File: src/hw/maint_trap_regs.vh
// Constants for the maintenance trap and test panel block.
// Assumes a 32-bit APB slave on pclk, byte addresses word aligned.
`ifndef MAINT_TRAP_REGS_VH
`define MAINT_TRAP_REGS_VH

// ==============================
// Register byte offsets
`define OFS_CTRL        12'h000
`define OFS_STATUS      12'h004
`define OFS_MASK        12'h008
`define OFS_TRAPADDR    12'h00c
`define OFS_DIAGSW_LO   12'h010
`define OFS_DIAGSW_HI   12'h014
`define OFS_INSTR       12'h018
`define OFS_MATCH_ADDR  12'h01c
`define OFS_ERRCODE     12'h020
`define OFS_LOG_DATA    12'h024

// ==============================
// Control field positions
`define CTRL_DIAG_LO    0
`define CTRL_DIAG_HI    1
`define CTRL_PROCESS    2
`define CTRL_COMPAT     3
`define CTRL_COND_WIRED 4
`define CTRL_RESUME     5

// Diagnostic switch encodings
`define DIAG_OFF        2'h0
`define DIAG_STOP       2'h1
`define DIAG_TRAP       2'h2

// Status bit positions
`define ST_TRAP         0
`define ST_STOP         1
`define ST_MCHK         2
`define ST_LOGDONE      3
`define ST_DIAG         4
`define ST_PROGERR      5
`define ST_MATCH        6

// ==============================
// Reset values and fixed figures
`define CTRL_RESET      6'h00
`define MASK_RESET      7'h00
`define TRAP_BASE       16'h0280
`define TRAP_AREA_BYTES 16'h0040
`define LOG_AREA_BYTES  8'h90
`define DIAG_OPCODE     8'h83
`define DIAG_FN_COPYSW  12'h000
`define DIAG_SW_BASE    8'hfc
`define DIAG_SW_COUNT   3'h6
`define MATCH_TPULSE    3'h7

`endif

File: src/hw/logout_mem.v
// Small register-output memory that holds the machine-check logout area.
// Assumes a single writer and reader on pclk; read data lags one cycle.
`timescale 1ns/1ps
`include "maint_trap_regs.vh"

module logout_mem (
	// Clock
	input  wire       pclk,
	// Write port
	input  wire       wr_en,
	input  wire [7:0] wr_addr,
	input  wire [7:0] wr_data,
	// Read port
	input  wire [7:0] rd_addr,
	output reg  [7:0] rd_data
);

	reg [7:0] mem [0:143];

	// ==============================
	// Storage
	// No reset: contents are only meaningful after a logout
	always @(posedge pclk) begin
		if (wr_en && wr_addr < `LOG_AREA_BYTES)
			mem[wr_addr] <= wr_data;
		if (rd_addr < `LOG_AREA_BYTES)
			rd_data <= mem[rd_addr];
		else
			rd_data <= 8'h00;
	end

endmodule

File: src/hw/maint_trap_panel.v
// Maintenance trap, machine-check logout, diagnose and test-panel logic.
// Assumes APB on pclk; panel inputs synchronous except the condition hub.
//
// Functional notes
// - Trap switch: positive condition enters trap
// - Trap branches to 64-byte area at 0280
// - Process position: machine check takes trap
// - Logout status into first 144 storage bytes
// - Logged area sent to printer-keyboard
// - Compatibility mode halts after logout
// - Opcode 83 decoded, displacement selects function
// - Copy six diagnostic switch bytes to storage
// - Three-input AND, true and complement outputs
// - Unconnected AND inputs read as positive
// - Compatibility program error code printed
// - Condition pulse stops or traps by switch
// - Match output at T7 on address equality
// - Unwired condition input stops every cycle
//
// The register offsets and the APB register port were decided locally.
`timescale 1ns/1ps
`include "maint_trap_regs.vh"

module maint_trap_panel (
	// Clock and reset
	input  wire        pclk,
	input  wire        presetn,
	// APB slave
	input  wire        psel,
	input  wire        penable,
	input  wire        pwrite,
	input  wire [11:0] paddr,
	input  wire [31:0] pwdata,
	output wire        pready,
	output reg  [31:0] prdata,
	output wire        pslverr,
	// Test panel hubs
	input  wire        condition_input_hub,
	input  wire [2:0]  and_in,
	input  wire [2:0]  and_in_plugged,
	output reg         and_out_pos,
	output reg         and_out_neg,
	input  wire        match_gate,
	output reg         match_out,
	// Processor side
	input  wire [15:0] storage_addr,
	input  wire [2:0]  timing_pulse,
	input  wire        machine_check,
	input  wire        op_valid,
	input  wire        op_invalid,
	input  wire [7:0]  op_code,
	input  wire [11:0] function_select_displacement,
	input  wire [7:0]  status_byte,
	output reg         clock_stop,
	output reg         trap_req,
	output reg  [15:0] trap_addr,
	output reg         ps_wr_en,
	output reg  [15:0] ps_wr_addr,
	output reg  [7:0]  ps_wr_data,
	// Printer-keyboard byte stream
	output reg         prt_valid,
	output reg  [7:0]  prt_data,
	input  wire        prt_ready,
	// Interrupt
	output wire        irq
);

	// ==============================
	// Local state
	localparam S_IDLE = 3'h0;
	localparam S_LOG  = 3'h1;
	localparam S_PRT  = 3'h2;
	localparam S_HALT = 3'h3;
	localparam S_DIAG = 3'h4;
	localparam S_ERR  = 3'h5;

	reg [5:0]  ctrl_reg;
	reg [6:0]  status_reg;
	reg [6:0]  mask_reg;
	reg [47:0] diagsw_reg;
	reg [15:0] match_addr_reg;
	reg [7:0]  errcode_reg;
	reg [2:0]  state_reg;
	reg [7:0]  idx_reg;
	reg        cond_s1_reg;
	reg        cond_s2_reg;
	reg        cond_prev_reg;
	reg        mchk_prev_reg;
	reg        prt_wait_reg;
	reg        log_rd_pend_reg;
	reg [6:0]  ev;

	wire       wr_acc = psel && penable && pwrite;
	wire [1:0] diag_sel = ctrl_reg[`CTRL_DIAG_HI:`CTRL_DIAG_LO];
	wire       cond_rise = cond_s2_reg && !cond_prev_reg;
	wire [7:0] log_rd_data;
	reg  [7:0] log_rd_addr;

	// Byte n of the diagnostic switch bank
	function [7:0] sw_byte;
		input [47:0] bank;
		input [2:0]  n;
		begin
			sw_byte = bank[{n, 3'h0} +: 8];
		end
	endfunction

	// Register address decode
	function is_reg;
		input [11:0] a;
		input [11:0] ofs;
		begin
			is_reg = (a == ofs);
		end
	endfunction

	assign pready  = 1'b1;
	assign pslverr = 1'b0;
	assign irq     = |(status_reg & mask_reg);

	// ==============================
	// Condition hub synchroniser
	// Second stage only feeds the edge detector, first stage stays private
	always @(posedge pclk or negedge presetn) begin
		if (!presetn) begin
			cond_s1_reg   <= 1'b0;
			cond_s2_reg   <= 1'b0;
			cond_prev_reg <= 1'b0;
			mchk_prev_reg <= 1'b0;
		end else begin
			cond_s1_reg   <= condition_input_hub;
			cond_s2_reg   <= cond_s1_reg;
			cond_prev_reg <= cond_s2_reg;
			mchk_prev_reg <= machine_check;
		end
	end

	// ==============================
	// Test panel AND and address match
	always @(posedge pclk or negedge presetn) begin
		if (!presetn) begin
			and_out_pos <= 1'b0;
			and_out_neg <= 1'b1;
			match_out   <= 1'b0;
		end else begin
			and_out_pos <= &(and_in | ~and_in_plugged);
			and_out_neg <= ~&(and_in | ~and_in_plugged);
			match_out   <= match_gate && (timing_pulse == `MATCH_TPULSE) &&
			               (storage_addr == match_addr_reg);
		end
	end

	// ==============================
	// Logout memory
	logout_mem u_log (
		.pclk    (pclk),
		.wr_en   (state_reg == S_LOG),
		.wr_addr (idx_reg),
		.wr_data (status_byte),
		.rd_addr (log_rd_addr),
		.rd_data (log_rd_data)
	);

	always @* begin
		log_rd_addr = idx_reg;
		// Setup cycle preloads byte 0; printing keeps the port to itself
		if (psel && !pwrite && is_reg(paddr, `OFS_LOG_DATA) && state_reg != S_PRT)
			log_rd_addr = 8'h00;
	end

	// ==============================
	// Trap, logout, diagnose sequencer
	always @(posedge pclk or negedge presetn) begin
		if (!presetn) begin
			state_reg       <= S_IDLE;
			idx_reg         <= 8'h00;
			clock_stop      <= 1'b0;
			trap_req        <= 1'b0;
			trap_addr       <= 16'h0000;
			ps_wr_en        <= 1'b0;
			ps_wr_addr      <= 16'h0000;
			ps_wr_data      <= 8'h00;
			prt_valid       <= 1'b0;
			prt_data        <= 8'h00;
			prt_wait_reg    <= 1'b0;
			log_rd_pend_reg <= 1'b0;
			errcode_reg     <= 8'h00;
			ev              <= 7'h00;
		end else begin
			ev         <= 7'h00;
			trap_req   <= 1'b0;
			ps_wr_en   <= 1'b0;
			if (match_out)
				ev[`ST_MATCH] <= 1'b1;
			if (prt_valid && prt_ready)
				prt_valid <= 1'b0;
			case (state_reg)
			S_IDLE: begin
				clock_stop <= 1'b0;
				if (machine_check && !mchk_prev_reg && ctrl_reg[`CTRL_PROCESS]) begin
					trap_req       <= 1'b1;
					trap_addr      <= `TRAP_BASE;
					ev[`ST_MCHK]   <= 1'b1;
					idx_reg        <= 8'h00;
					state_reg      <= S_LOG;
				end else if ((diag_sel == `DIAG_STOP || diag_sel == `DIAG_TRAP) &&
				             (!ctrl_reg[`CTRL_COND_WIRED] || cond_rise)) begin
					clock_stop <= 1'b1;
					if (diag_sel == `DIAG_TRAP) begin
						trap_req     <= 1'b1;
						trap_addr    <= `TRAP_BASE;
						ev[`ST_TRAP] <= 1'b1;
					end else begin
						ev[`ST_STOP] <= 1'b1;
					end
				end else if (op_valid && op_code == `DIAG_OPCODE &&
				             function_select_displacement == `DIAG_FN_COPYSW) begin
					idx_reg   <= 8'h00;
					state_reg <= S_DIAG;
				end else if (op_valid && op_invalid && ctrl_reg[`CTRL_COMPAT]) begin
					errcode_reg     <= op_code;
					ev[`ST_PROGERR] <= 1'b1;
					state_reg       <= S_ERR;
				end
			end
			S_LOG: begin
				// Status bytes land in the low protected region
				idx_reg <= idx_reg + 8'h01;
				if (idx_reg == `LOG_AREA_BYTES - 8'h01) begin
					idx_reg         <= 8'h00;
					log_rd_pend_reg <= 1'b0;
					prt_wait_reg    <= 1'b0;
					state_reg       <= S_PRT;
				end
			end
			S_PRT: begin
				// One cycle of memory latency before each printed byte
				if (!prt_valid && !prt_wait_reg && !log_rd_pend_reg) begin
					log_rd_pend_reg <= 1'b1;
				end else if (log_rd_pend_reg) begin
					log_rd_pend_reg <= 1'b0;
					prt_valid       <= 1'b1;
					prt_data        <= log_rd_data;
					prt_wait_reg    <= 1'b1;
				end else if (prt_valid && prt_ready) begin
					prt_wait_reg <= 1'b0;
					if (idx_reg == `LOG_AREA_BYTES - 8'h01) begin
						ev[`ST_LOGDONE] <= 1'b1;
						state_reg <= ctrl_reg[`CTRL_COMPAT] ? S_HALT : S_IDLE;
					end
					idx_reg <= idx_reg + 8'h01;
				end
			end
			S_HALT: begin
				clock_stop <= 1'b1;
				if (wr_acc && is_reg(paddr, `OFS_CTRL) && pwdata[`CTRL_RESUME])
					state_reg <= S_IDLE;
			end
			S_DIAG: begin
				ps_wr_en   <= 1'b1;
				ps_wr_addr <= {8'h00, `DIAG_SW_BASE} + {8'h00, idx_reg};
				ps_wr_data <= sw_byte(diagsw_reg, idx_reg[2:0]);
				idx_reg    <= idx_reg + 8'h01;
				if (idx_reg[2:0] == `DIAG_SW_COUNT - 3'h1) begin
					ev[`ST_DIAG] <= 1'b1;
					state_reg    <= S_IDLE;
				end
			end
			S_ERR: begin
				if (!prt_valid) begin
					prt_valid <= 1'b1;
					prt_data  <= errcode_reg;
					state_reg <= S_IDLE;
				end
			end
			default: state_reg <= S_IDLE;
			endcase
		end
	end

	// ==============================
	// Software registers
	always @(posedge pclk or negedge presetn) begin
		if (!presetn) begin
			ctrl_reg       <= `CTRL_RESET;
			status_reg     <= 7'h00;
			mask_reg       <= `MASK_RESET;
			diagsw_reg     <= 48'h0;
			match_addr_reg <= 16'h0000;
		end else begin
			// Set wins over a simultaneous write-one clear
			if (wr_acc && is_reg(paddr, `OFS_STATUS))
				status_reg <= (status_reg & ~pwdata[6:0]) | ev;
			else
				status_reg <= status_reg | ev;
			if (wr_acc && is_reg(paddr, `OFS_CTRL))
				ctrl_reg <= {1'b0, pwdata[4:0]};
			if (wr_acc && is_reg(paddr, `OFS_MASK))
				mask_reg <= pwdata[6:0];
			if (wr_acc && is_reg(paddr, `OFS_DIAGSW_LO))
				diagsw_reg[31:0] <= pwdata;
			if (wr_acc && is_reg(paddr, `OFS_DIAGSW_HI))
				diagsw_reg[47:32] <= pwdata[15:0];
			if (wr_acc && is_reg(paddr, `OFS_MATCH_ADDR))
				match_addr_reg <= pwdata[15:0];
		end
	end

	always @* begin
		case (paddr)
		`OFS_CTRL:       prdata = {26'h0, ctrl_reg};
		`OFS_STATUS:     prdata = {25'h0, status_reg};
		`OFS_MASK:       prdata = {25'h0, mask_reg};
		`OFS_TRAPADDR:   prdata = {13'h0, state_reg, trap_addr};
		`OFS_DIAGSW_LO:  prdata = diagsw_reg[31:0];
		`OFS_DIAGSW_HI:  prdata = {16'h0, diagsw_reg[47:32]};
		`OFS_MATCH_ADDR: prdata = {16'h0, match_addr_reg};
		`OFS_ERRCODE:    prdata = {24'h0, errcode_reg};
		`OFS_LOG_DATA:   prdata = {24'h0, log_rd_data};
		default:         prdata = 32'h0;
		endcase
	end

endmodule

File: config.mk
export PLATFORM = sky130hd
export DESIGN_NAME = maint_trap_panel
export DESIGN_NICKNAME = d
export VERILOG_FILES = /design/src/hw/logout_mem.v /design/src/hw/maint_trap_panel.v
export VERILOG_INCLUDE_DIRS = /design/src /design/src/hw
export SDC_FILE = /design/constraint.sdc
export NUM_CORES = 2
export LEC_CHECK = 0
export BUFFER_PORTS_ARGS = -buffer_cell sky130_fd_sc_hd__buf_2
export CAP_MARGIN = 15
export CORE_MARGIN = 4
export CORE_UTILIZATION = 25
export DETAILED_ROUTE_END_ITERATION = 10
export GPL_ROUTABILITY_DRIVEN = 1
export PLACE_DENSITY_LB_ADDON = 0.3
export SYNTH_ARGS = -nofsm -noshare
export SYNTH_HDL_FRONTEND = slang
export SYNTH_HIERARCHICAL = 1
export SYNTH_SLANG_ARGS = --single-unit
export TNS_END_PERCENT = 1
File: constraint.sdc
create_clock -name pclk -period 4.1 [get_ports pclk]
set_input_delay 0.41 -clock pclk [delete_from_list [all_inputs] [get_ports pclk]]
set_output_delay 0.41 -clock pclk [all_outputs]
set_load 0.02 [all_outputs]
==> Word level (Yosys, flattened, before mapping) <==
Memories as Yosys holds them, arrays and structs flattened. A register that Yosys moved wholly into a read port is not among the register bits.
Index checks and enable logic that the tools add are counted.
{ "word_totals": {"mem_bits_rw": 1152, "mem_count": 1, "output_inout_bits": 90, "inputBits": 108, "reg_bits": 170} }
{ "op_classes": {"eq_ne": 34, "n_bitwise": 10, "n_reduce_logical": 55, "n_mux": 72, "add_sub_neg": 2, "order_cmp": 2, "n_shift": 1} }
{ "memory_table": {"columns": ["memory", "depth", "width", "rd", "rd_clocked_by_memory_dff", "write_ports", "line_no", "text"], "rows": [
  ["u_log.mem", 144, 8, 1, 1, 1, "logout_mem.v:18", "reg [7:0] mem [0:143];"]
]} }
{ "op_table": {"columns": ["operator", "n"], "rows": [
  ["one-hot mux 32 bit (9 select lines)", 1],
  ["two-way mux 8 bit", 11],
  ["two-way mux 16 bit", 3],
  ["variable part select 48 x 7 -> 8 bit", 1],
  ["two-way mux 3 bit", 13],
  ["equality test 12 x 5 -> 1 bit, second input constant", 3],
  ["two-way mux 1 bit", 33],
  ["one-hot mux 8 bit (4 select lines)", 1],
  ["logical AND 1 bit", 26],
  ["equality test 12 x 4 -> 1 bit, second input constant", 2],
  ["equality test 12 x 6 -> 1 bit, second input constant", 2],
  ["zero test 12 bit", 2],
  ["inequality test 2 bit, second input constant", 9],
  ["one-hot mux 3 bit (6 select lines)", 1],
  ["equality test 16 bit", 1],
  ["equality test 8 bit, second input constant", 2],
  ["< comparator 8 bit, second input constant", 2],
  ["one-hot mux 8 bit (2 select lines)", 1],
  ["AND 7 bit", 2],
  ["bitwise OR 7 bit", 2],
  ["equality test 12 x 3 -> 1 bit, second input constant", 1],
  ["equality test 3 bit, second input constant", 4],
  ["AND reduction 10 bit", 1],
  ["nonzero test 2 bit", 5],
  ["other kinds (26)", 47]
]} }

==> Logic depth before layout (Yosys ltp) <==
{ "logic_depth": {"word_depth": 7, "depth_mapped": 19} }

==> By module <==
Netlist, hierarchy kept.
{ "modules_own_cells": {"columns": ["mod", "seq_area_each_um2", "cells_per_inst", "n_inst", "area_each_um2"], "rows": [
  ["logout_mem", 34753.3, 2342, 1, 45598.7],
  ["maint_trap_panel", 3704.8, 670, 1, 7636.1]
]} }

==> Least setup slack after synthesis <==
OpenSTA, ideal clock, no wires.
{ "synth_path": {"kind": "input port to flip-flop", "from": "input port paddr[7]", "to": "register u_log.rd_data[0] (read register of u_log.mem)", "arrival_time_ns": 3.410, "slack_ns": 0.559, "n_path_buf": 5, "cell_stages": 17, "path_cell_list": "nor4_4 > nand3_2 > buf_6 > nor2_1 > nand3_1 > nor4b_4 > nor2b_1 > buf_6 > buf_12 > buf_12 > buf_6 > nor2_1 > a221oi_1 > a221oi_1 > a211oi_1 > a2111oi_0 > nor3_1"} }
{ "synth_via": {"elab_chain_cells": 6} }
{ "synth_rtl": {"columns": ["item", "line_no", "text"], "rows": [
  ["start, declared", "maint_trap_panel.v:32", "input wire [11:0] paddr,"],
  ["equality test 12 x 6 -> 1 bit *", "maint_trap_panel.v:113", "is_reg = (a == ofs);"],
  ["logical AND 1 bit * (2 in a row)", "maint_trap_panel.v:167", "if (psel && !pwrite && is_reg(paddr, `OFS_LOG_DATA) && state_reg != S_PRT)"],
  ["two-way mux 8 bit *", "maint_trap_panel.v:167", null],
  ["named net log_rd_addr[0]", "maint_trap_panel.v:97", "reg [7:0] log_rd_addr;"],
  ["< comparator 8 bit (no line)", null, null],
  ["zero test 1 bit (no line)", null, null],
  ["end, declared", "logout_mem.v:15", "output reg [7:0] rd_data"]
]} }
The timed path passes the listed nets; every way through them passes the cells marked *.
A chain may end at the register's enable or synchronous reset.

==> Worst setup path in the final report <==
{ "layout_path": {"from": "register state_reg[1]", "to": "register u_log.rd_data[0] (read register of u_log.mem)"} }
{ "layout_via": {"elab_chain_cells": 5} }
{ "layout_rtl": {"columns": ["item", "line_no", "text"], "rows": [
  ["start, declared", "maint_trap_panel.v:83", "reg [2:0] state_reg;"],
  ["start signal, assigned", "maint_trap_panel.v:249", "state_reg <= ctrl_reg[`CTRL_COMPAT] ? S_HALT : S_IDLE;"],
  ["inequality test 3 x 2 -> 1 bit *", "maint_trap_panel.v:167", null],
  ["logical AND 1 bit *", "maint_trap_panel.v:167", null],
  ["two-way mux 8 bit *", "maint_trap_panel.v:167", null],
  ["named net log_rd_addr[0]", "maint_trap_panel.v:97", null],
  ["< comparator 8 bit (no line)", null, null],
  ["zero test 1 bit (no line)", null, null]
]} }
Marked as above.

==> out/qor.yml <==
worst_hold_path:
  hold_class: "input pin to flip-flop"
synth:
  synth_compound_area_share_pct: 4.59
  synth_fa_ha_area_share_pct: 0.118
  synth_edf_count: 1152
  ys.flop_type: "edfxtp_1"
  synth-xor-area-share_pct: 0.329
  async_flop_share_pct: 11.3
  muxShareOfSynthArea_pct: 15.3
  synthTopCellsByArea: "edfxtp_1 (65%), dfrtp_1 (6.9%), mux4_2 (6.3%), mux2i_1 (5.9%), mux2_2 (2.4%)"
  synth_area_per_cell_um2: 17.7
  syn_inst: 3012
  synthDistinctLibCells: 80
  yosys.area.top_type: "edfxtp_1"
  synth-seq-cells: 1308
  ys_seq_area_share_pct: 72.2
  yosysWarnings: 6
  yosys.area_share.simple_pct: 4.97
  synth.top_cell.area_share_pct: 65.0
  synth_top_family_by_area: "multiplexers"
  synth_area_um2: 53200
routing:
  num_vias: 30100
  ant_nets: 0
  wirelength_um: 155000
  vias_per_cell: 4.62
  drt_pass1_iterations: 6
  drtIter0Drc: 2855
  drc: 0
  wl_per_cell_um: 23.7
finish:
  multi_input_area_um2: 13600
  drive_above_1_share_pct: 28.6
  syn2layout_area_growth_pct: 21.9
  seqCellArea_um2: 38500
  largest_reg_flops: 1152
  nets: 3700
  nFillCells: 20800
critical_path:
  worstPathArrival_ns: 4.59
  slowest_stage: "nor4b_4"
  end_kind: "flip-flop"
  worstPathCellList: "inv_1 > nor3_4 > nor4b_4 > nor2b_4 > buf_12 > buf_12 > buf_4 > nor2_1 > buf_4 > a221oi_1 > a221oi_2 > buf_4 > a211oi_1 > a2111oi_0 > nor3_1"
  worst_path_largest_cell_delay_ns: 0.59
  cp_common_cell: "buf_4"
  cp_data_required_time_ns: 4.72
  cp_num_buf_inv: 6
  path_max_fanout: 16
  critical_path_class: "flip-flop to flip-flop"
  worst_setup_path_start_kind: "flip-flop"
  cp_top_family: "compound AO/OA/AOI/OAI gates"
placement:
  dp_hpwl_um: 104000
  numPortBuffers: 174
  pre_cts_ws_ns: -0.591
  routabilityCongestion: 0.824
sta:
  finalSetupTns_ns: 0
  fin_ws_ns: 0.127
  setup-violations-final: 0
  relSlewSlack_pct: 23.5
  slew_viol_final: 0
  final.setup_skew_ns: 0.0335
  hold_violations: 0
  rsz0062_at_grt: "no"
  max_clock_freq_mhz: 252
  post-route-period-util_pct: 96.9
  worst_pin_slew_ns: 1.14
  holdWs_ns: 0.208
  period_needed_ns: 3.97
clocking:
  cts_buffers: 139
  cts.clk_slew.worst_paths_ns: 0.06
  clockBufferDepth: 3
  htreeDepth: 4
  clk_latency_ns: 0.78
  cts-root-buf: "clkbuf_16"
  cts_tree: "built"
  cts.sink_count: 1308
grt:
  grt_pass1_wl_um: 224000
  grt.overflow.total: 0
  antenna_found_initial: 8
  grt.total_usage_pct: 13.7
  grt_max_degree: 145
  grt_pass1_vias: 30700
floorplan:
  num_rows: 169
  die_w_um: 469
  coreArea_um2: 212000
  die_area_um2: 220000
  fp.dieH_um: 469
  start_util_pct: 25.1
  pin_count: 198
power:
  powerDensity_nw_per_um2: 578
  total_power_mw: 37.6
  ir_drop_mv: 0.455
  p_leak_nw: 22.6
job:
  maxCapViolations: 0
run_status:
  status: "finished, final reports clean"
-- metrics by stage --
stage	instances	utilization, %	area [um2]
global placement	6212	28.2	59800
finish	6527	30.6	64900
CTS	6524	30.6	64900
detailed placement	6212	28.2	59800
floorplan	3033	-	53300
global route	6525	30.6	64900
-- final cells by class --
class	count	share of cell area, %
Clock inverter	90	1.29
Antenna cell	3	0.0116
Inverter	21	0.121
Sequential cell	1308	59.2
Tap cell	2821	5.44
Multi-Input combinational cell	1514	21.0
Clock buffer	167	5.66
Timing Repair Buffer	603	7.24
-- worst paths after layout --
kind / slack (ns) / depth (start not counted) / to / start
worst max-delay path: 0.13 / 15 / u_log/rd_data[0] / state_reg[1]
worst min-delay path: 0.21 / 2 / u_log/mem[137][0] / status_byte[0]
worst max register to register: 0.13 / 15 / u_log/rd_data[0] / state_reg[1]
min in group asynchronous: 0.34 / 2 / ev[6] / presetn
worst min register to register: 0.37 / 0 / cond_s2_reg / cond_s1_reg
max in group asynchronous: 2.82 / 3 / match_addr_reg[14] / presetn
-- per-layer routing --
metal / routed length (um) / GRT usage [%] / part of all wire [%]
met1: 69200 / 18.9 / 45
met2: 72500 / 21.9 / 47
met3: 9540 / 2.82 / 6.2
met4: 3340 / 3.61 / 2.2
met5: 27 / 0 / 0.017
-- cell families after synthesis --
kind of cell / Yosys count
other: 2
AO/OA/AOI/OAI: 339
flip-flops: 1308
XOR/XNOR: 20
AND/OR/NAND/NOR: 534
adder cells (fa/ha/maj): 5
multiplexers: 593
buffers and inverters: 211
-- cells in the final DEF, fill, tap and decap left out, drive strengths merged, types with 81 or more instances in the layout --
| cell | netlist | final |
|---|---|---|
| clkbuf | 54 | 167 |
| nand3 | 81 | 81 |
| dfrtp | 147 | 147 |
| buf | 136 | 555 |
| mux2 | 118 | 118 |
| nor2 | 215 | 215 |
| mux4 | 161 | 161 |
| edfxtp | 1152 | 1152 |
| a22oi | 157 | 157 |
| mux2i | 314 | 314 |
| nand2 | 87 | 87 |
-- cell usage after synthesis, types with 6 or more instances --
cell	count
edfxtp_1	1152
mux2i_1	314
nor2_1	214
a22oi_1	157
mux4_2	149
dfrtp_1	147
mux2_2	115
nand2_1	86
nand3_1	80
buf_4	56
o21ai_0	55
clkbuf_1	52
buf_2	46
buf_6	25
nor2b_1	23
a221oi_1	22
a21oi_1	21
nand2b_1	21
and2_1	20
inv_1	20
nor3_1	20
a31oi_1	17
nand4_1	15
xor2_1	13
a222oi_1	12
mux4_1	12
and3_1	11
a2111oi_0	10
nor4_1	9
a21o_1	8
dfxtp_1	8
xnor2_1	7
buf_1	6
-- power by group --
group	leakage (nW)	internal (mW)	total [mW]	switching, mW
combinational	7.99	4.53	10.2	5.67
sequential	12.4	14.6	14.8	0.221
clock	2.20	7.20	12.5	5.31
total	22.6	26.4	37.6	11.2
-- timing repair --
action | CTS | global route
resized for setup | 1 | 2
pin swaps | 1 | 0
cloned | 0 | 0
hold buffers | 48 | 0
setup endpoints to repair | 4 | 2
buffers inserted | 7 | 0
endpoints found under the hold margin | 193 | 0
Power figures use the tool's default switching activity.
